--- src/core/fscd_pkg.sv ---
// Shared opcodes, reset values, states and carrier types of the setting command decoder.
package fscd_pkg;

   // Command opcodes.
   localparam logic [7:0] OP_LATCH_SET = 8'h06;
   localparam logic [7:0] OP_LATCH_CLEAR = 8'h04;
   localparam logic [7:0] OP_STATUS_READ = 8'h05;
   localparam logic [7:0] OP_CONFIG_READ = 8'h15;
   localparam logic [7:0] OP_STATUS_CONFIG_WRITE = 8'h01;
   localparam logic [7:0] OP_UPPER_ADDR_READ = 8'hc8;
   localparam logic [7:0] OP_UPPER_ADDR_WRITE = 8'hc5;
   localparam logic [7:0] OP_PROTECT_SCHEME_SELECT = 8'h68;
   localparam logic [7:0] OP_QUAD_ENTER = 8'h35;
   localparam logic [7:0] OP_QUAD_LEAVE = 8'hf5;
   localparam logic [7:0] OP_WIDE_ADDR_ENTER = 8'hb7;
   localparam logic [7:0] OP_WIDE_ADDR_LEAVE = 8'he9;
   localparam logic [7:0] OP_WRITE_OP_PAUSE = 8'hb0;
   localparam logic [7:0] OP_WRITE_OP_CONTINUE = 8'h30;
   localparam logic [7:0] OP_DEEP_SLEEP_ENTER = 8'hb9;
   localparam logic [7:0] OP_DEEP_SLEEP_EXIT = 8'hab;

   // Register reset values and the status bit that mirrors the write permit latch.
   localparam logic [7:0] STATUS_RST = 8'h00;
   localparam logic [7:0] CONFIG_RST = 8'h00;
   localparam logic [7:0] UPPER_ADDR_RST = 8'h00;
   localparam int STAT_LATCH_BIT = 1;

   // Bits moved per link clock edge, and the pins that drive read data.
   localparam logic [3:0] STEP_SINGLE = 4'h1;
   localparam logic [3:0] STEP_QUAD = 4'h4;
   localparam logic [3:0] OE_SINGLE = 4'h2;
   localparam logic [3:0] OE_QUAD = 4'hf;
   localparam logic [3:0] OE_NONE = 4'h0;
   localparam logic [1:0] BYTES_ONE = 2'h1;
   localparam logic [1:0] BYTES_TWO = 2'h2;
   localparam logic [1:0] BYTES_MAX = 2'h3;

   typedef enum logic [1:0] {ST_IDLE, ST_DATA_IN, ST_DATA_OUT, ST_IGNORE} fscd_state_t;

   typedef struct packed {
      logic [7:0] status;
      logic [7:0] cfg;
      logic [7:0] upper_addr;
   } fscd_regs_t;

   typedef struct packed {
      logic write_permit_latch;
      logic four_line_command_mode;
      logic wide_address_flag;
      logic block_protect;
      logic deep_sleep;
   } fscd_flags_t;

   localparam fscd_regs_t REGS_RST = '{STATUS_RST, CONFIG_RST, UPPER_ADDR_RST};
   localparam fscd_flags_t FLAGS_RST = '{1'b0, 1'b0, 1'b0, 1'b0, 1'b0};

endpackage

--- src/core/fscd_decoder.sv ---
// Serial link decoder for the register and setting commands of the flash device.
//
// Summary of operation
// - Opcode 06 sets the write permit latch, in either command mode.
// - Opcode 04 clears the write permit latch, in either command mode.
// - Opcode 05 shifts out the status register with no address bytes.
// - Opcode 15 shifts out the configuration register with no address bytes.
// - Opcode 01 takes one or two bytes: status, then optional configuration.
// - Opcode C8 reads the upper address register; C5 writes exactly one byte.
// - Opcode 68 selects and enables individual block protection, no further bytes.
// - Opcode 35 enters four-line mode, in either command mode.
// - Opcode F5 returns to single-line mode, in either command mode.
// - Opcode B7 enters four-byte addressing and sets the wide address flag.
// - Opcode E9 leaves four-byte addressing and clears the wide address flag.
// - Opcode B0 suspends program or erase, in either command mode.
// - B9 enters deep sleep, AB leaves it, 30 resumes program or erase.
module fscd_decoder
   import fscd_pkg::*;
(
   input wire logic CLK_IN, // System clock, 50 MHz.
   input wire logic SYS_RST_IN, // Asynchronous reset, active high.
   input wire logic CS_N_IN, // Chip select from host, active low.
   input wire logic SCLK_IN, // Serial clock from host.
   input wire logic [3:0] SIO_IN, // Serial data pins, input side.
   output logic [3:0] SIO_OUT, // Serial data pins, output side.
   output logic [3:0] SIO_OE_OUT, // Serial data pin drive enables.
   output logic [7:0] STATUS_OUT, // Status register.
   output logic [7:0] CONFIG_OUT, // Configuration register.
   output logic [7:0] UPPER_ADDR_OUT, // Extended address register.
   output logic WRITE_PERMIT_OUT, // Write permit latch.
   output logic FOUR_LINE_MODE_OUT, // Four-line command mode active.
   output logic WIDE_ADDR_OUT, // Four-byte addressing flag.
   output logic BLOCK_PROTECT_OUT, // Individual block protection enabled.
   output logic DEEP_SLEEP_OUT, // Deep power-down active.
   output logic PAUSE_OUT, // One-cycle pulse: suspend program or erase.
   output logic CONTINUE_OUT // One-cycle pulse: resume program or erase.
);
   // Synchronisers for the host pins; the third clock stage only feeds edge detection.
   logic sclk_s1, sclk_s2, sclk_s3;
   logic cs_s1, cs_s2;
   logic [3:0] sio_s1, sio_s2;
   always_ff @(posedge CLK_IN or posedge SYS_RST_IN) begin
      if (SYS_RST_IN) begin
         sclk_s1 <= 1'b0;
         sclk_s2 <= 1'b0;
         sclk_s3 <= 1'b0;
         cs_s1 <= 1'b1;
         cs_s2 <= 1'b1;
         sio_s1 <= 4'h0;
         sio_s2 <= 4'h0;
      end else begin
         sclk_s1 <= SCLK_IN;
         sclk_s2 <= sclk_s1;
         sclk_s3 <= sclk_s2;
         cs_s1 <= CS_N_IN;
         cs_s2 <= cs_s1;
         sio_s1 <= SIO_IN;
         sio_s2 <= sio_s1;
      end
   end
   fscd_state_t state, next_state;
   fscd_regs_t regs, next_regs;
   fscd_flags_t flags, next_flags;
   logic [7:0] opcode, next_opcode;
   logic [7:0] sh, next_sh;
   logic [7:0] out_sh, next_out_sh;
   logic [7:0] buf0, next_buf0;
   logic [7:0] buf1, next_buf1;
   logic [2:0] cnt, next_cnt;
   logic [1:0] nbytes, next_nbytes;
   logic [3:0] sio_out, next_sio_out;
   logic [3:0] sio_oe, next_sio_oe;
   logic pause, next_pause;
   logic resume, next_resume;
   logic rise, fall, cs_hi, byte_done;
   logic [3:0] step, sum;
   logic [7:0] shifted;
   // Value shifted out for a read opcode; the latch shows through its status bit.
   function automatic logic [7:0] read_view(input logic [7:0] op, input fscd_regs_t r, input logic latch);
      logic [7:0] v;
      v = r.status;
      v[STAT_LATCH_BIT] = latch;
      if (op == OP_CONFIG_READ) begin
         v = r.cfg;
      end else if (op == OP_UPPER_ADDR_READ) begin
         v = r.upper_addr;
      end
      return v;
   endfunction
   assign rise = sclk_s2 & ~sclk_s3;
   assign fall = ~sclk_s2 & sclk_s3;
   assign cs_hi = cs_s2;
   assign step = flags.four_line_command_mode ? STEP_QUAD : STEP_SINGLE;
   assign sum = {1'b0, cnt} + step;
   assign byte_done = rise && sum[3];
   assign shifted = flags.four_line_command_mode ? {sh[3:0], sio_s2} : {sh[6:0], sio_s2[0]};
   always_comb begin
      next_state = state;
      next_regs = regs;
      next_flags = flags;
      next_opcode = opcode;
      next_sh = sh;
      next_out_sh = out_sh;
      next_buf0 = buf0;
      next_buf1 = buf1;
      next_cnt = cnt;
      next_nbytes = nbytes;
      next_sio_out = sio_out;
      next_sio_oe = sio_oe;
      next_pause = 1'b0;
      next_resume = 1'b0;
      if (cs_hi) begin
         // Writes commit when the frame ends, and only with a complete byte count.
         if (state == ST_DATA_IN) begin
            if (opcode == OP_STATUS_CONFIG_WRITE && (nbytes == BYTES_ONE || nbytes == BYTES_TWO)) begin
               next_regs.status = buf0;
               if (nbytes == BYTES_TWO) begin
                  next_regs.cfg = buf1;
               end
               next_flags.write_permit_latch = 1'b0;
            end
            if (opcode == OP_UPPER_ADDR_WRITE && nbytes == BYTES_ONE) begin
               next_regs.upper_addr = buf0;
               next_flags.write_permit_latch = 1'b0;
            end
         end
         next_state = ST_IDLE;
         next_cnt = 3'h0;
         next_nbytes = 2'h0;
         next_sio_oe = OE_NONE;
      end else if (rise && (state == ST_IDLE || state == ST_DATA_IN)) begin
         next_sh = shifted;
         next_cnt = sum[2:0];
         if (sum[3] && state == ST_DATA_IN) begin
            if (nbytes == 2'h0) begin
               next_buf0 = shifted;
            end else if (nbytes == BYTES_ONE) begin
               next_buf1 = shifted;
            end
            if (nbytes != BYTES_MAX) begin
               next_nbytes = nbytes + BYTES_ONE;
            end
         end else if (sum[3]) begin
            next_opcode = shifted;
            next_state = ST_IGNORE;
            if (flags.deep_sleep) begin
               if (shifted == OP_DEEP_SLEEP_EXIT) begin
                  next_flags.deep_sleep = 1'b0;
               end
            end else begin
               unique case (shifted)
                  OP_LATCH_SET: next_flags.write_permit_latch = 1'b1;
                  OP_LATCH_CLEAR: next_flags.write_permit_latch = 1'b0;
                  OP_STATUS_READ, OP_CONFIG_READ, OP_UPPER_ADDR_READ: begin
                     next_state = ST_DATA_OUT;
                     next_out_sh = read_view(shifted, regs, flags.write_permit_latch);
                  end
                  OP_STATUS_CONFIG_WRITE, OP_UPPER_ADDR_WRITE: begin
                     if (flags.write_permit_latch) begin
                        next_state = ST_DATA_IN;
                     end
                  end
                  OP_PROTECT_SCHEME_SELECT: next_flags.block_protect = 1'b1;
                  OP_QUAD_ENTER: next_flags.four_line_command_mode = 1'b1;
                  OP_QUAD_LEAVE: next_flags.four_line_command_mode = 1'b0;
                  OP_WIDE_ADDR_ENTER: next_flags.wide_address_flag = 1'b1;
                  OP_WIDE_ADDR_LEAVE: next_flags.wide_address_flag = 1'b0;
                  OP_WRITE_OP_PAUSE: next_pause = 1'b1;
                  OP_WRITE_OP_CONTINUE: next_resume = 1'b1;
                  OP_DEEP_SLEEP_ENTER: next_flags.deep_sleep = 1'b1;
                  default: next_state = ST_IGNORE;
               endcase
            end
         end
      end else if (fall && state == ST_DATA_OUT) begin
         // Read data changes on falling edges and repeats until the frame ends.
         next_sio_out = flags.four_line_command_mode ? out_sh[7:4] : {2'b00, out_sh[7], 1'b0};
         next_sio_oe = flags.four_line_command_mode ? OE_QUAD : OE_SINGLE;
         next_out_sh = flags.four_line_command_mode ? {out_sh[3:0], 4'h0} : {out_sh[6:0], 1'b0};
         next_cnt = sum[2:0];
         if (sum[3]) begin
            next_out_sh = read_view(opcode, regs, flags.write_permit_latch);
         end
      end
   end
   always_ff @(posedge CLK_IN or posedge SYS_RST_IN) begin
      if (SYS_RST_IN) begin
         state <= ST_IDLE;
         regs <= REGS_RST;
         flags <= FLAGS_RST;
         opcode <= 8'h00;
         sh <= 8'h00;
         out_sh <= 8'h00;
         buf0 <= 8'h00;
         buf1 <= 8'h00;
         cnt <= 3'h0;
         nbytes <= 2'h0;
         sio_out <= 4'h0;
         sio_oe <= OE_NONE;
         pause <= 1'b0;
         resume <= 1'b0;
      end else begin
         state <= next_state;
         regs <= next_regs;
         flags <= next_flags;
         opcode <= next_opcode;
         sh <= next_sh;
         out_sh <= next_out_sh;
         buf0 <= next_buf0;
         buf1 <= next_buf1;
         cnt <= next_cnt;
         nbytes <= next_nbytes;
         sio_out <= next_sio_out;
         sio_oe <= next_sio_oe;
         pause <= next_pause;
         resume <= next_resume;
      end
   end
   assign SIO_OUT = sio_out;
   assign SIO_OE_OUT = sio_oe;
   assign STATUS_OUT = regs.status;
   assign CONFIG_OUT = regs.cfg;
   assign UPPER_ADDR_OUT = regs.upper_addr;
   assign WRITE_PERMIT_OUT = flags.write_permit_latch;
   assign FOUR_LINE_MODE_OUT = flags.four_line_command_mode;
   assign WIDE_ADDR_OUT = flags.wide_address_flag;
   assign BLOCK_PROTECT_OUT = flags.block_protect;
   assign DEEP_SLEEP_OUT = flags.deep_sleep;
   assign PAUSE_OUT = pause;
   assign CONTINUE_OUT = resume;
endmodule

--- config.mk ---
export PLATFORM = sky130hd
export DESIGN_NAME = fscd_decoder
export DESIGN_NICKNAME = d
export VERILOG_FILES = /design/src/core/fscd_pkg.sv /design/src/core/fscd_decoder.sv
export SDC_FILE = /design/constraint.sdc
export NUM_CORES = 1
export LEC_CHECK = 0
export BUFFER_PORTS_ARGS = -buffer_cell sky130_fd_sc_hd__buf_2
export CAP_MARGIN = 20
export CELL_PAD_IN_SITES_DETAIL_PLACEMENT = 0
export CELL_PAD_IN_SITES_GLOBAL_PLACEMENT = 1
export CORE_MARGIN = 5
export CORE_UTILIZATION = 47
export DETAILED_ROUTE_END_ITERATION = 7
export PLACE_DENSITY = 0.82
export SLEW_MARGIN = 20
export SYNTH_ARGS = -nofsm -noshare
export SYNTH_HDL_FRONTEND = slang
export SYNTH_SLANG_ARGS = --single-unit
--- constraint.sdc ---
create_clock -name CLK_IN -period 3.6 [get_ports CLK_IN]
set_input_delay 0.18 -clock CLK_IN [delete_from_list [all_inputs] [get_ports CLK_IN]]
set_output_delay 0.18 -clock CLK_IN [all_outputs]
set_load 0.005 [all_outputs]
* After elaboration in Yosys (flattened, before gate mapping)
Cells that the tools add are included.
Storage, ports and cells: flip-flop bits (word level) 98, input port bits 8, output and inout bits 39, word-level logic and storage cells 169
Cells by class: add/sub/neg operators 2, equality and inequality tests 34, muxes and demuxes 60, bitwise logic cells 9, reduce and logical (&&, ||, !) cells 37
Operators by type and width (count):
- $mux 8 | 13
- $eq 8x8->1 const B | 10
- $eq 8x3->1 const B | 3
- $mux 4 | 6
- $reduce_and 6->1 | 4
- $mux 1 | 20
- $mux 2 | 10
- $eq 8x1->1 const B | 2
- $eq 8x5->1 const B | 2
- $eq 8x6->1 const B | 2
- $reduce_bool 2->1 | 8
- $mux 5 | 3
- $reduce_and 3->1 | 5
- $ne 2x2->1 const B | 7
- $mux 3 | 4
- $reduce_and 4->1 | 3
- $eq 8x7->1 const B | 1
- $not 1->1 | 7
- $reduce_and 7->1 | 1
- $pmux 1 s2 | 3
- $reduce_bool 3->1 | 2
- $logic_and 1x1->1 | 5
- $reduce_and 5->1 | 1
- $add 3x3->4 | 1
- 12 further kinds | 19

* Depth between registers and ports, before layout
Gate-level depths: netlist of run 1.
depth after elaboration 9, mapped depth 13, depth with buffers taken out 8

* Least setup slack after synthesis of run 1
OpenSTA, ideal clock, no wires.
kind register to register, start reg flags, in the netlist FOUR_LINE_MODE_OUT, end reg buf1[4], library setup time 0.152 ns, arrival time 2.438 ns, data required time 3.448 ns, setup slack 1.009 ns, stages on the path, launching flop included 13, buffers on the path 6, clock period less this slack 2.591 ns, cells stage by stage dfrtp_1 -> buf_6 -> buf_6 -> buf_2 -> buf_2 -> inv_1 -> ha_1 -> a31o_2 -> nand2_1 -> or3_1 -> clkbuf_1 -> clkbuf_1 -> o21ai_0
On the way: longest elaborated chain between the ends 4, elaborated cells on any way between the ends 5, classes of those cells add/sub (1); mux (2); reduce/logical (2)
RTL lines:
- from (decl) | line fscd_decoder.sv:63 | fscd_flags_t flags, next_flags;
- from (signal assigned) | line fscd_decoder.sv:205 | flags <= next_flags;
- $mux 3 | line fscd_decoder.sv:93 | assign step = flags.four_line_command_mode ? STEP_QUAD : STEP_SINGLE;
- $add 3x3->4 | line fscd_decoder.sv:94 | assign sum = {1'b0, cnt} + step;
- $logic_and 1x1->1 | line fscd_decoder.sv:134 | if (sum[3] && state == ST_DATA_IN) begin
- $reduce_and 5->1 (no line)
- to (signal assigned) | line fscd_decoder.sv:210 | buf1 <= next_buf1;
- to (decl) | line fscd_decoder.sv:68 | logic [7:0] buf1, next_buf1;
Parallel ways exist; a longest one is shown, timed or not. A chain may end at the register's enable or synchronous reset.

* Worst setup path after layout of run 1
start reg flags, in the netlist FOUR_LINE_MODE_OUT, end reg flags, in the netlist FOUR_LINE_MODE_OUT
On the way: longest elaborated chain between the ends 5, elaborated cells on any way between the ends 10, classes of those cells add/sub (1); eq/ne (2); mux (3); bitwise (1); reduce/logical (3)
RTL lines (line):
- $mux 3 | fscd_decoder.sv:93
- $add 3x3->4 | fscd_decoder.sv:94
- $logic_and 1x1->1 | fscd_decoder.sv:134
- $not 1->1 (no line)
- $reduce_and 6->1 (no line)
Parallel ways exist; a longest one is shown, timed or not.

==> out/metrics.yaml, run 1 <==
run_status:
  outcome: "completed"
cts:
  htreeDepth: 3
  cts.sinks: 96
  cts_root_buffer: "clkbuf_8"
  cts.clk_slew.worst_paths_ns: 0.09
  cts_buffers: 9
  insertion_delay_ns: 0.36
  cts_tree: "built"
  cts.path.max_buffers: 2
  ctsResizeCount: 0
yosys:
  yosysUniqueCellTypes: 64
  ys_warn_count: 0
  synth_flop_cell: "dfrtp_1"
  synth_top_area_share_pct: 50.8
  synth_area_leader_cell: "dfrtp_1"
  synth_fp_nets: 429
  synth.area.top_cells: "dfrtp_1 51%, mux2_2 9.0%, mux2i_1 4.5%"
  synth_edf_count: 0
  yosysSeqAreaShare_pct: 51.9
  async_reset_ff_share_pct: 100
  syn_area_per_cell_sq_um: 11.2
  syn_inst: 414
  synth_seq_cells: 96
  syn-cell-area_sq_um: 4630
global_routing:
  grt.overflow.total: 0
  grtUsageMet3_pct: 3.97
  grt_use_met2_pct: 30.1
  grt_pass1_wl_microns: 17800
  track_usage_pct: 19.5
  grt_max_degree: 74
  grt_pass1_vias: 3360
  antenna_found_initial: 0
  grt_use_met1_pct: 27.4
  busiest_layer: "met2"
finish:
  drive_gt1_share_pct: 28.1
  n_antenna_cell: 0
  nets: 484
  synthToLayoutAreaGrowth_pct: 13.5
  final_util_pct: 54.3
critical_path:
  cp-start-kind: "flip-flop"
  cp_slowest_stage_delay_ns: 0.78
  crit_type: "flip-flop to flip-flop"
  cp-end-kind: "flip-flop"
  regToRegSetupSlack_ns: 0.81
  crit_top_cell: "a21oi_1"
  r2r-start: "FOUR_LINE_MODE_OUT"
  worstRegToRegCells: 8
  cp_data_arrival_time_ns: 3.08
  crit_required_ns: 3.89
  crit_chain: "buf_4 -> ha_1 -> a31o_2 -> nand2_1 -> nor4_1 -> and3_1 -> a21oi_1 -> a21oi_1"
  path_max_fanout: 17
  cp_slowest_cell: "dfrtp_1"
  r2r-end: "FOUR_LINE_MODE_OUT"
route:
  firstDrtPassIters: 5
  route.detailed.drc: 0
  viasPerCell: 5.59
  num_vias: 3386
  ant_nets: 0
  wirelength_microns: 11100
  wire_per_inst_microns: 18.3
  drtIter0Drc: 213
die:
  die_w_microns: 109
  die_area_sq_um: 11900
  die_height_microns: 109
  start_util_pct: 47.8
  io_pins: 47
  core_sq_um: 9680
  row_count: 36
timing:
  hold_viol_final: 0
  worstMarginPinSlew_ns: 0.882
  fmax_mhz: 359
  fin_worst_skew_ns: 0.00667
  period_share_pct: 77.4
  slew_headroom_pct: 41.2
  fin_crit_ns: 2.79
  final.setup.tns_ns: 0
  whs_ns: 0.0126
  rsz0062_at_grt: "false"
  final_max_slew_viol_count: 0
  setup-violations-final: 0
pwr:
  powerDensity_nw_per_um2: 394
  combPwrFrac_pct: 11.8
  ir_drop_mv: 0.213
  p_leak_nw: 2.48
  pwr-share-clk_pct: 31.6
  p_sw_mw: 0.576
  power_frac_seq_pct: 56.6
  intPower_mw: 1.50
  sw_frac_of_total_pct: 27.8
placed_design:
  hpwl_microns: 7880
  io_buffers: 46
  gp_routability_congestion: 0.815
job:
  max_cap_viol_count: 0
hold_path:
  hold_class: "input port to asynchronous set/reset pin"
-- power by group through the flow --
| stage | Clock, mW | Sequential (mW) | Combinational (mW) |
|---|---|---|---|
| floorplan | 0 | 1.17 | 0.181 |
| global route | 0.713 | 1.18 | 0.268 |
| CTS | 0.672 | 1.17 | 0.245 |
| finish | 0.654 | 1.17 | 0.245 |
| global placement | 0 | 1.19 | 0.235 |
| detailed placement | 0 | 1.19 | 0.239 |
-- per-layer routing --
metal / share of wire, % / vias up / wire length, microns
li1: - / 1608 / -
met1: 45 / 1651 / 5030
met2: 47 / 110 / 5240
met3: 5.5 / 17 / 606
met4: 2.2 / 0 / 242
met5: 0 / - / 0
-- placed cells by master, fill, tap and decap left out, types with 2 or more instances in the layout --
master / Yosys / layout
dfrtp_1: 94 / 94
buf_2: 5 / 46
nor2_1: 39 / 39
mux2_2: 37 / 37
nand2_1: 36 / 36
a21oi_1: 26 / 26
mux2i_1: 21 / 21
o21ai_0: 14 / 14
buf_4: 2 / 13
clkbuf_8: 0 / 11
o21ai_1: 9 / 9
o22a_1: 8 / 8
nor3_1: 7 / 7
ha_1: 7 / 7
inv_1: 7 / 6
dlygate4sd3_1: 0 / 6
nor3b_1: 5 / 5
nand3_1: 5 / 5
nor2b_1: 4 / 4
nand2b_1: 4 / 4
and3_1: 4 / 4
o22ai_1: 4 / 4
a211oi_1: 4 / 4
o211ai_1: 4 / 4
nand4_1: 3 / 3
a31oi_1: 3 / 3
nor4_1: 3 / 3
a221oi_1: 3 / 3
nor3_2: 2 / 2
and4bb_2: 2 / 2
xnor2_1: 2 / 2
nor4b_1: 2 / 2
or2_2: 2 / 2
clkinv_4: 0 / 2
dfstp_2: 2 / 2
-- area by class of cell --
cell class / instances / area [sq um]
Clock buffer: 11 / 151
Clock inverter: 4 / 30.0
Fill cell: 893 / 4430
Inverter: 7 / 28.8
Multi-Input combinational cell: 290 / 2090
Sequential cell: 96 / 2400
Tap cell: 133 / 166
Timing Repair Buffer: 65 / 388
-- registers in the layout (all words and copies together) (netlist names), 4 cells and up --
| name | flops |
|---|---|
| opcode | 8 |
| UPPER_ADDR_OUT | 8 |
| sh | 7 |
| STATUS_OUT | 8 |
| SIO_OUT | 4 |
| out_sh | 8 |
| CONFIG_OUT | 8 |
| buf0 | 8 |
| buf1 | 8 |
| sio_s2 | 4 |
| sio_s1 | 4 |
-- what timing repair did --
item | CTS | global route
hold endpoints to repair | 6 | 0
buffers inserted | 0 | 0
hold buffers | 6 | 0
-- synthesized netlist by cell type (5+ instances only) --
cell type / n
a21oi_1: 26
nand3_1: 5
dfrtp_1: 94
mux2_2: 37
buf_2: 5
mux2i_1: 21
o21ai_1: 9
ha_1: 7
o22a_1: 8
nor2_1: 39
clkbuf_1: 11
nor3b_1: 5
nand2_1: 36
nor3_1: 7
o21ai_0: 14
inv_1: 7
-- kinds of logic (layout without fill, tap and decap cells) --
group / Yosys count / in the layout / share of synthesized area [%]
multiplexers: 60 / 60 / 14.3
flip-flops: 96 / 96 / 51.9
adder cells (fa/ha/maj): 7 / 7 / 1.89
AO/OA/AOI/OAI: 90 / 90 / 13.0
AND/OR/NAND/NOR: 131 / 131 / 15.5
buffers and inverters: 28 / 87 / 3.05
XOR/XNOR: 2 / 2 / 0.378
-- worst max-delay path, delay by kind of cell (launching register included) --
kind | cells | cell delay, ns
and+or+nand+nor | 3 | 0.95
DFF | 1 | 0.78
adders and majority gates | 1 | 0.21
AOI/OAI and AO/OA | 3 | 0.46
buffers and inverters | 1 | 0.31
-- worst max path at each step --
stage | startpoint | end | slack, ns | depth (start not counted)
2_1_floorplan | SYS_RST_IN | BLOCK_PROTECT_OUT | 0.92 | 1
3_3_place_gp | FOUR_LINE_MODE_OUT | out_sh[6] | 0.91 | 6
3_5_place_dp | FOUR_LINE_MODE_OUT | out_sh[0] | 0.84 | 6
4_1_cts | FOUR_LINE_MODE_OUT | out_sh[4] | 0.83 | 6
5_1_grt | FOUR_LINE_MODE_OUT | out_sh[5] | 0.66 | 6
6_report | FOUR_LINE_MODE_OUT | FOUR_LINE_MODE_OUT | 0.81 | 8
-- per-stage QoR --
stage	cells	setup slack [ns]	cell area [sq um]	total power, mW
after global placement	585	0.910	5010	1.43
after floorplan	414	0.918	4630	1.35
final	606	0.813	5260	2.07
after detailed placement	585	0.844	5010	1.43
after CTS	606	0.832	5260	2.09
after global routing	606	0.655	5260	2.16
Note: power is estimated with default switching activity, not from simulation.
==> run 2, diff against run 1 <==
--- a/config.mk
+++ b/config.mk
@@ -5,12 +5,13 @@
 export SDC_FILE = /design/constraint.sdc
 export NUM_CORES = 1
 export LEC_CHECK = 0
+export ABC_AREA = 1
 export BUFFER_PORTS_ARGS = -buffer_cell sky130_fd_sc_hd__buf_2
 export CAP_MARGIN = 20
 export CELL_PAD_IN_SITES_DETAIL_PLACEMENT = 0
 export CELL_PAD_IN_SITES_GLOBAL_PLACEMENT = 1
 export CORE_MARGIN = 5
-export CORE_UTILIZATION = 47
+export CORE_UTILIZATION = 44
 export DETAILED_ROUTE_END_ITERATION = 7
 export PLACE_DENSITY = 0.82
 export SLEW_MARGIN = 20
==> constraint.sdc (replaced) <==
create_clock -name CLK_IN -period 2.9 [get_ports CLK_IN]
set_input_delay 0.145 -clock CLK_IN [delete_from_list [all_inputs] [get_ports CLK_IN]]
set_output_delay 0.145 -clock CLK_IN [all_outputs]
set_load 0.005 [all_outputs]
==> run 2 against run 1 <==
Net effect: wire length rose by 19%; first-iteration DRC count increased by 32%; worst hold slack improved by 0.34 ns; area after synthesis increased by 7.3%; non-clock buffer count down 6; combinational power increased by 54%; sequential share of layout area is 3.8 points lower; die area up 13%; worst setup slack got worse by 0.23 ns; largest power group unchanged; flip-flop and latch count unchanged; highest routed layer unchanged; global-route usage increased by 1.6 points.
==> out/metrics.yaml, run 2 <==
finish:
  fillers: 1079
  n_antenna_cell: 0
  multi_input_area_sq_um: 2150
  drive_gt1_share_pct: 16.3
  design_area_sq_um: 5730
  nets: 697
  final_common_cell: "nand2_1"
  regArea_sq_um: 2400
  layout_common_cells: "197 x nand2_1, 94 x dfrtp_1, 77 x inv_1"
  synthToLayoutAreaGrowth_pct: 15.3
pwr:
  p_leak_nw: 2.87
  ir_drop_mv: 0.307
  powerDensity_nw_per_um2: 540
timing:
  final_max_slew_viol_count: 0
  hold_viol_final: 0
  setup-violations-final: 0
  worstMarginPinSlew_ns: 0.635
  final.setup.tns_ns: 0
  slew_headroom_pct: 57.6
  period_share_pct: 79.9
  fmax_mhz: 432
  fin_worst_skew_ns: 0.00696
  fin_crit_ns: 2.32
  rsz0062_at_grt: "false"
route:
  ant_nets: 0
  viasPerCell: 5.17
  wire_per_inst_microns: 15.9
  num_vias: 4276
  drtIter0Drc: 281
  route.detailed.drc: 0
  firstDrtPassIters: 5
  wirelength_microns: 13200
cts:
  cts_root_buffer: "clkbuf_16"
  ctsResizeCount: 0
  htreeDepth: 3
  cts.clk_slew.worst_paths_ns: 0.07
  cts_buffers: 9
  insertion_delay_ns: 0.35
  cts.path.max_buffers: 2
  cts.sinks: 96
  cts_tree: "built"
yosys:
  yosysMostFrequentCell: "nand2_1"
  synth_flop_cell: "dfrtp_1"
  yosysSeqAreaShare_pct: 48.4
  synth_seq_cells: 96
  synth_area_leader_cell: "dfrtp_1"
  yosysUniqueCellTypes: 39
  async_reset_ff_share_pct: 100
  synthTopCellsByCount: "197 x nand2_1, 94 x dfrtp_1, 78 x inv_1"
  syn-cell-area_sq_um: 4970
  synth.area.top_cells: "dfrtp_1 47%, nand2_1 15%, nand3_1 6.8%"
  synth_top_area_share_pct: 47.3
  synth_edf_count: 0
  synth_fp_nets: 644
  syn_area_per_cell_sq_um: 7.90
  syn_inst: 629
  ys_warn_count: 0
global_routing:
  grt.overflow.total: 0
  grtUsageMet3_pct: 3.37
  grt_pass1_vias: 4121
  grt_pass1_wl_microns: 21800
  antenna_found_initial: 0
  grt_max_degree: 53
  track_usage_pct: 21.1
  grt_use_met2_pct: 31.8
  busiest_layer: "met2"
  grt_use_met1_pct: 30.3
hold_path:
  hold_class: "flip-flop to flip-flop"
  worstHoldStart: "sio_s1[0]"
  worstHoldPathCells: 0
critical_path:
  path_buf_inv: 1
  crit_required_ns: 3.13
  cp_slowest_stage_delay_ns: 0.44
  worstRegToRegCells: 10
  path_max_fanout: 19
  cp-start-kind: "flip-flop"
  r2r-start: "FOUR_LINE_MODE_OUT"
  cp-end-kind: "flip-flop"
  crit_type: "flip-flop to flip-flop"
  crit_chain: "inv_2 -> ha_1 -> nand3_1 -> nand2_1 -> nand3_1 -> nand3_1 -> nor2_1 -> nand2_4 -> nor2_2 -> a21oi_2"
  cp.depth: 10
  critPathTopFamily: "simple AND/OR/NAND/NOR gates"
  cp_data_arrival_time_ns: 2.55
  cp_slowest_cell: "dfrtp_1"
  crit_start: "FOUR_LINE_MODE_OUT"
  crit_top_cell: "nand3_1"
run_status:
  outcome: "completed"
die:
  die_area_sq_um: 13500
  core_sq_um: 10900
  row_count: 38
  start_util_pct: 45.4
  io_pins: 47
  die_height_microns: 116
  die_w_microns: 116
placed_design:
  hpwl_microns: 9880
  gp_routability_congestion: 0.897
  io_buffers: 46
  post_dp_cell_area_sq_um: 5330
job:
  max_cap_viol_count: 0
[run 2: changes by cell type after synthesis, sizes merged, moves of 5 or more]
cell and change:
nand2b -5, a21oi -13, o21ai +44, mux2 -37, mux2i -22, nor2 -7, nand3 +65, o22a -8
nand2 +179, nor3b -6, inv +74
[run 2: report_power, final]
group          internal, mW  switching (mW)
combinational        0.0993           0.278
clock                 0.789           0.519
sequential             1.38          0.0291
total                  2.27           0.826
[run 2: layout make-up]
cell class / count / area share, %
clock buffer: 11 / 4.24
clock inverter: 5 / 1.51
inverter: 81 / 5.40
multi-input combinational: 435 / 37.6
sequential: 96 / 42.0
tap: 140 / 3.06
timing repair buffer: 59 / 6.25
[run 2: path summary, 6_finish.rpt]
path | endpoint | slack, ns
min in group asynchronous | sio_s1[2] | 0.41
worst max register to register | out_sh[3] | 0.58
worst min-delay path | sio_s2[0] | 0.35
max in group asynchronous | UPPER_ADDR_OUT[1] | 1.81
worst max-delay path | out_sh[3] | 0.58
worst min register to register | sio_s2[0] | 0.35
[run 2: cells by family after synthesis]
logic type	share of synthesized area, %
flip-flops	48.4
buffers and inverters	8.31
AND/OR/NAND/NOR	31.4
multiplexers	0.227
adder cells (fa/ha/maj)	1.76
AO/OA/AOI/OAI	9.87
[run 2: through the flow]
| step | hold slack, ns | setup WS (ns) | instances | total power [mW] | utilization [%] |
|---|---|---|---|---|---|
| 6_report | 0.350 | 0.584 | 827 | 3.09 | 52.4 |
| 5_1_grt | 0.357 | 0.404 | 827 | 3.25 | 52.4 |
| 3_5_place_dp | 0.248 | 0.579 | 804 | 1.80 | 48.7 |
| 2_1_floorplan | 0.149 | 0.253 | 629 | 1.70 | - |
| 4_1_cts | 0.353 | 0.570 | 827 | 3.12 | 52.4 |
| 3_3_place_gp | 0.240 | 0.660 | 804 | 1.80 | 48.7 |
[run 2: timing repair]
action	in CTS	in global routing
hold endpoints to repair	48	0
hold buffers	7	0
setup buffers	0	0
endpoints found under the setup margin	0	0
[run 2: routing by layer]
layer  wire [microns]  share of wire, %
met5                0                 0
met4              311               2.4
met3              619               4.7
met1             6170                47
met2             6090                46
==> run 3, diff against run 2 <==
--- a/config.mk
+++ b/config.mk
@@ -5,15 +5,15 @@
 export SDC_FILE = /design/constraint.sdc
 export NUM_CORES = 1
 export LEC_CHECK = 0
-export ABC_AREA = 1
+export ABC_AREA = 0
 export BUFFER_PORTS_ARGS = -buffer_cell sky130_fd_sc_hd__buf_2
 export CAP_MARGIN = 20
 export CELL_PAD_IN_SITES_DETAIL_PLACEMENT = 0
 export CELL_PAD_IN_SITES_GLOBAL_PLACEMENT = 1
 export CORE_MARGIN = 5
-export CORE_UTILIZATION = 44
+export CORE_UTILIZATION = 42
 export DETAILED_ROUTE_END_ITERATION = 7
-export PLACE_DENSITY = 0.82
+export PLACE_DENSITY = 0.78
 export SLEW_MARGIN = 20
 export SYNTH_ARGS = -nofsm -noshare
 export SYNTH_HDL_FRONTEND = slang
==> constraint.sdc (replaced) <==
create_clock -name CLK_IN -period 2.1 [get_ports CLK_IN]
set_input_delay 0.105 -clock CLK_IN [delete_from_list [all_inputs] [get_ports CLK_IN]]
set_output_delay 0.105 -clock CLK_IN [all_outputs]
set_load 0.005 [all_outputs]
==> run 3 against run 2 <==
Net effect: highest routed layer unchanged; largest cell class unchanged; cell area grew 3.2%; sequential share of layout area shrank 1.3 points; non-clock buffer count grew 56; die area shrank 2.1%; worst hold slack lost 0.0069 ns; sequential power grew 42%; via count shrank 14%.
==> out/metrics.yaml, run 3 (synthesized netlist as in run 1, its figures left out) <==
run_status:
  outcome: "completed"
pwr:
  p_leak_nw: 2.80
  intPower_mw: 2.80
  ir_drop_mv: 0.356
  sw_frac_of_total_pct: 27.7
  powerDensity_nw_per_um2: 655
  combPwrFrac_pct: 16.3
  pwr-share-clk_pct: 32.0
  p_sw_mw: 1.07
  power_frac_seq_pct: 51.7
  total_power_mw: 3.87
critical_path:
  cp_slowest_stage_delay_ns: 0.46
  cp_data_arrival_time_ns: 2.38
  crit_required_ns: 2.40
  cp_slowest_cell: "or4b_4"
  crit_chain: "buf_4 -> nor2b_2 -> a32o_2 -> or4b_4 -> buf_6 -> mux2i_1 -> o22a_1 -> a31oi_1"
  critPathTopFamily: "simple AND/OR/NAND/NOR gates"
  cp-end-kind: "flip-flop"
  path_max_fanout: 7
  crit_type: "flip-flop to flip-flop"
  path_buf_inv: 2
  cp-start-kind: "flip-flop"
route:
  wirelength_microns: 12300
  num_vias: 3663
  ant_nets: 0
  drtIter0Drc: 252
  firstDrtPassIters: 4
  wire_per_inst_microns: 18.5
  viasPerCell: 5.51
  route.detailed.drc: 0
hold_path:
  hold_class: "input port to asynchronous set/reset pin"
die:
  row_count: 38
  die_height_microns: 115
  start_util_pct: 42.7
  core_sq_um: 10800
  die_w_microns: 115
  io_pins: 47
  die_area_sq_um: 13200
cts:
  cts.path.max_buffers: 2
  cts_buffers: 9
  htreeDepth: 3
  cts.sinks: 96
  cts_root_buffer: "clkbuf_8"
  insertion_delay_ns: 0.37
  cts_tree: "built"
  cts.clk_slew.worst_paths_ns: 0.10
finish:
  n_antenna_cell: 0
  nets: 535
  regArea_sq_um: 2410
  layout_common_cells: "93 x dfrtp_1, 54 x buf_4, 47 x buf_2"
  multi_input_area_sq_um: 2290
  design_area_sq_um: 5910
  drive_gt1_share_pct: 40.4
  final_common_cell: "dfrtp_1"
  synthToLayoutAreaGrowth_pct: 27.6
  fillers: 962
  final_cells: 665
timing:
  rsz0062_at_grt: "true"
  hold_viol_final: 0
  fmax_mhz: 481
  period_share_pct: 98.9
  setup-violations-final: 0
  worstMarginPinSlew_ns: 0.557
  slew_headroom_pct: 62.6
  whs_ns: 0.343
  fin_crit_ns: 2.08
  final_max_slew_viol_count: 0
  fin_worst_skew_ns: 0.0128
placed_design:
  io_buffers: 46
  hpwl_microns: 8880
  post_dp_cell_area_sq_um: 5430
  gp_routability_congestion: 0.873
  placed_cells: 632
job:
  max_cap_viol_count: 0
global_routing:
  grt_max_degree: 63
  grt_pass1_vias: 3723
  grt.overflow.total: 0
  antenna_found_initial: 0
  grt_pass1_wl_microns: 19700
  track_usage_pct: 19.3
run 3: changes by cell type in the layout (fill, tap and decap cells not counted), moves of 20 or more:
cell	delta
buf_4	+49
inv_1	-72
mux2_2	+36
mux2i_1	+20
nand2_1	-164
nand3_1	-63
o21ai_0	-54
run 3: final timing paths:
check | slack [ns] | depth (start not counted) | end | from
hold / removal | 0.34 | 4 | SIO_OUT[1] | SYS_RST_IN
min in group CLK_IN | 0.35 | 0 | sclk_s2 | sclk_s1
max in group asynchronous | 1.41 | 4 | opcode[2] | SYS_RST_IN
setup / recovery | 0.02 | 8 | out_sh[0] | FOUR_LINE_MODE_OUT
hold reg to reg | 0.35 | 0 | sclk_s2 | sclk_s1
setup reg to reg | 0.02 | 8 | out_sh[0] | FOUR_LINE_MODE_OUT
run 3: cell type report:
cell class / count / share of cell area (%)
multi-input combinational: 291 / 38.8
timing repair buffer: 115 / 13.7
tap: 140 / 2.96
clock inverter: 4 / 0.889
sequential: 96 / 40.7
inverter: 7 / 0.550
clock buffer: 12 / 2.46
run 3: stage by stage:
stage          util [%]  setup TNS (ns)  setup slack [ns]
2_1_floorplan         -           -1.87            -0.162
3_3_place_gp       50.1           -1.64            -0.103
3_5_place_dp       50.1           -3.93            -0.175
4_1_cts            53.0               0           0.00314
5_1_grt            54.5          -0.401           -0.0799
6_report           54.5               0            0.0224
run 3: power by group through the flow:
| stage | logic [mW] | registers (mW) | clock network [mW] |
|---|---|---|---|
| global placement | 0.565 | 2.03 | 0 |
| CTS | 0.593 | 1.99 | 1.27 |
| detailed placement | 0.574 | 2.03 | 0 |
| finish | 0.632 | 2.00 | 1.24 |
| global route | 0.694 | 2.01 | 1.33 |
| floorplan | 0.322 | 2.00 | 0 |
run 3: routing by layer:
layer,global-route usage (%),part of all wire [%]
met1,26.2,45
met2,31.4,49
met3,2.84,5.0
met4,6.89,1.6
met5,0,0
run 3: repair_timing:
action / CTS / global route
cloned: 0 / 2
gates resized for setup: 7 / 23
pin swaps: 1 / 4
hold buffers: 7 / 0
setup buffers: 3 / 5
endpoints found under the hold margin: 100 / 0
endpoints found under the setup margin: 48 / 40
run 3: worst min-delay path: stages:
cell and delay (ns):
dlygate4sd3_1 0.53, buf_2 0.13, clkinvlp_4 0.10, buf_12 0.21
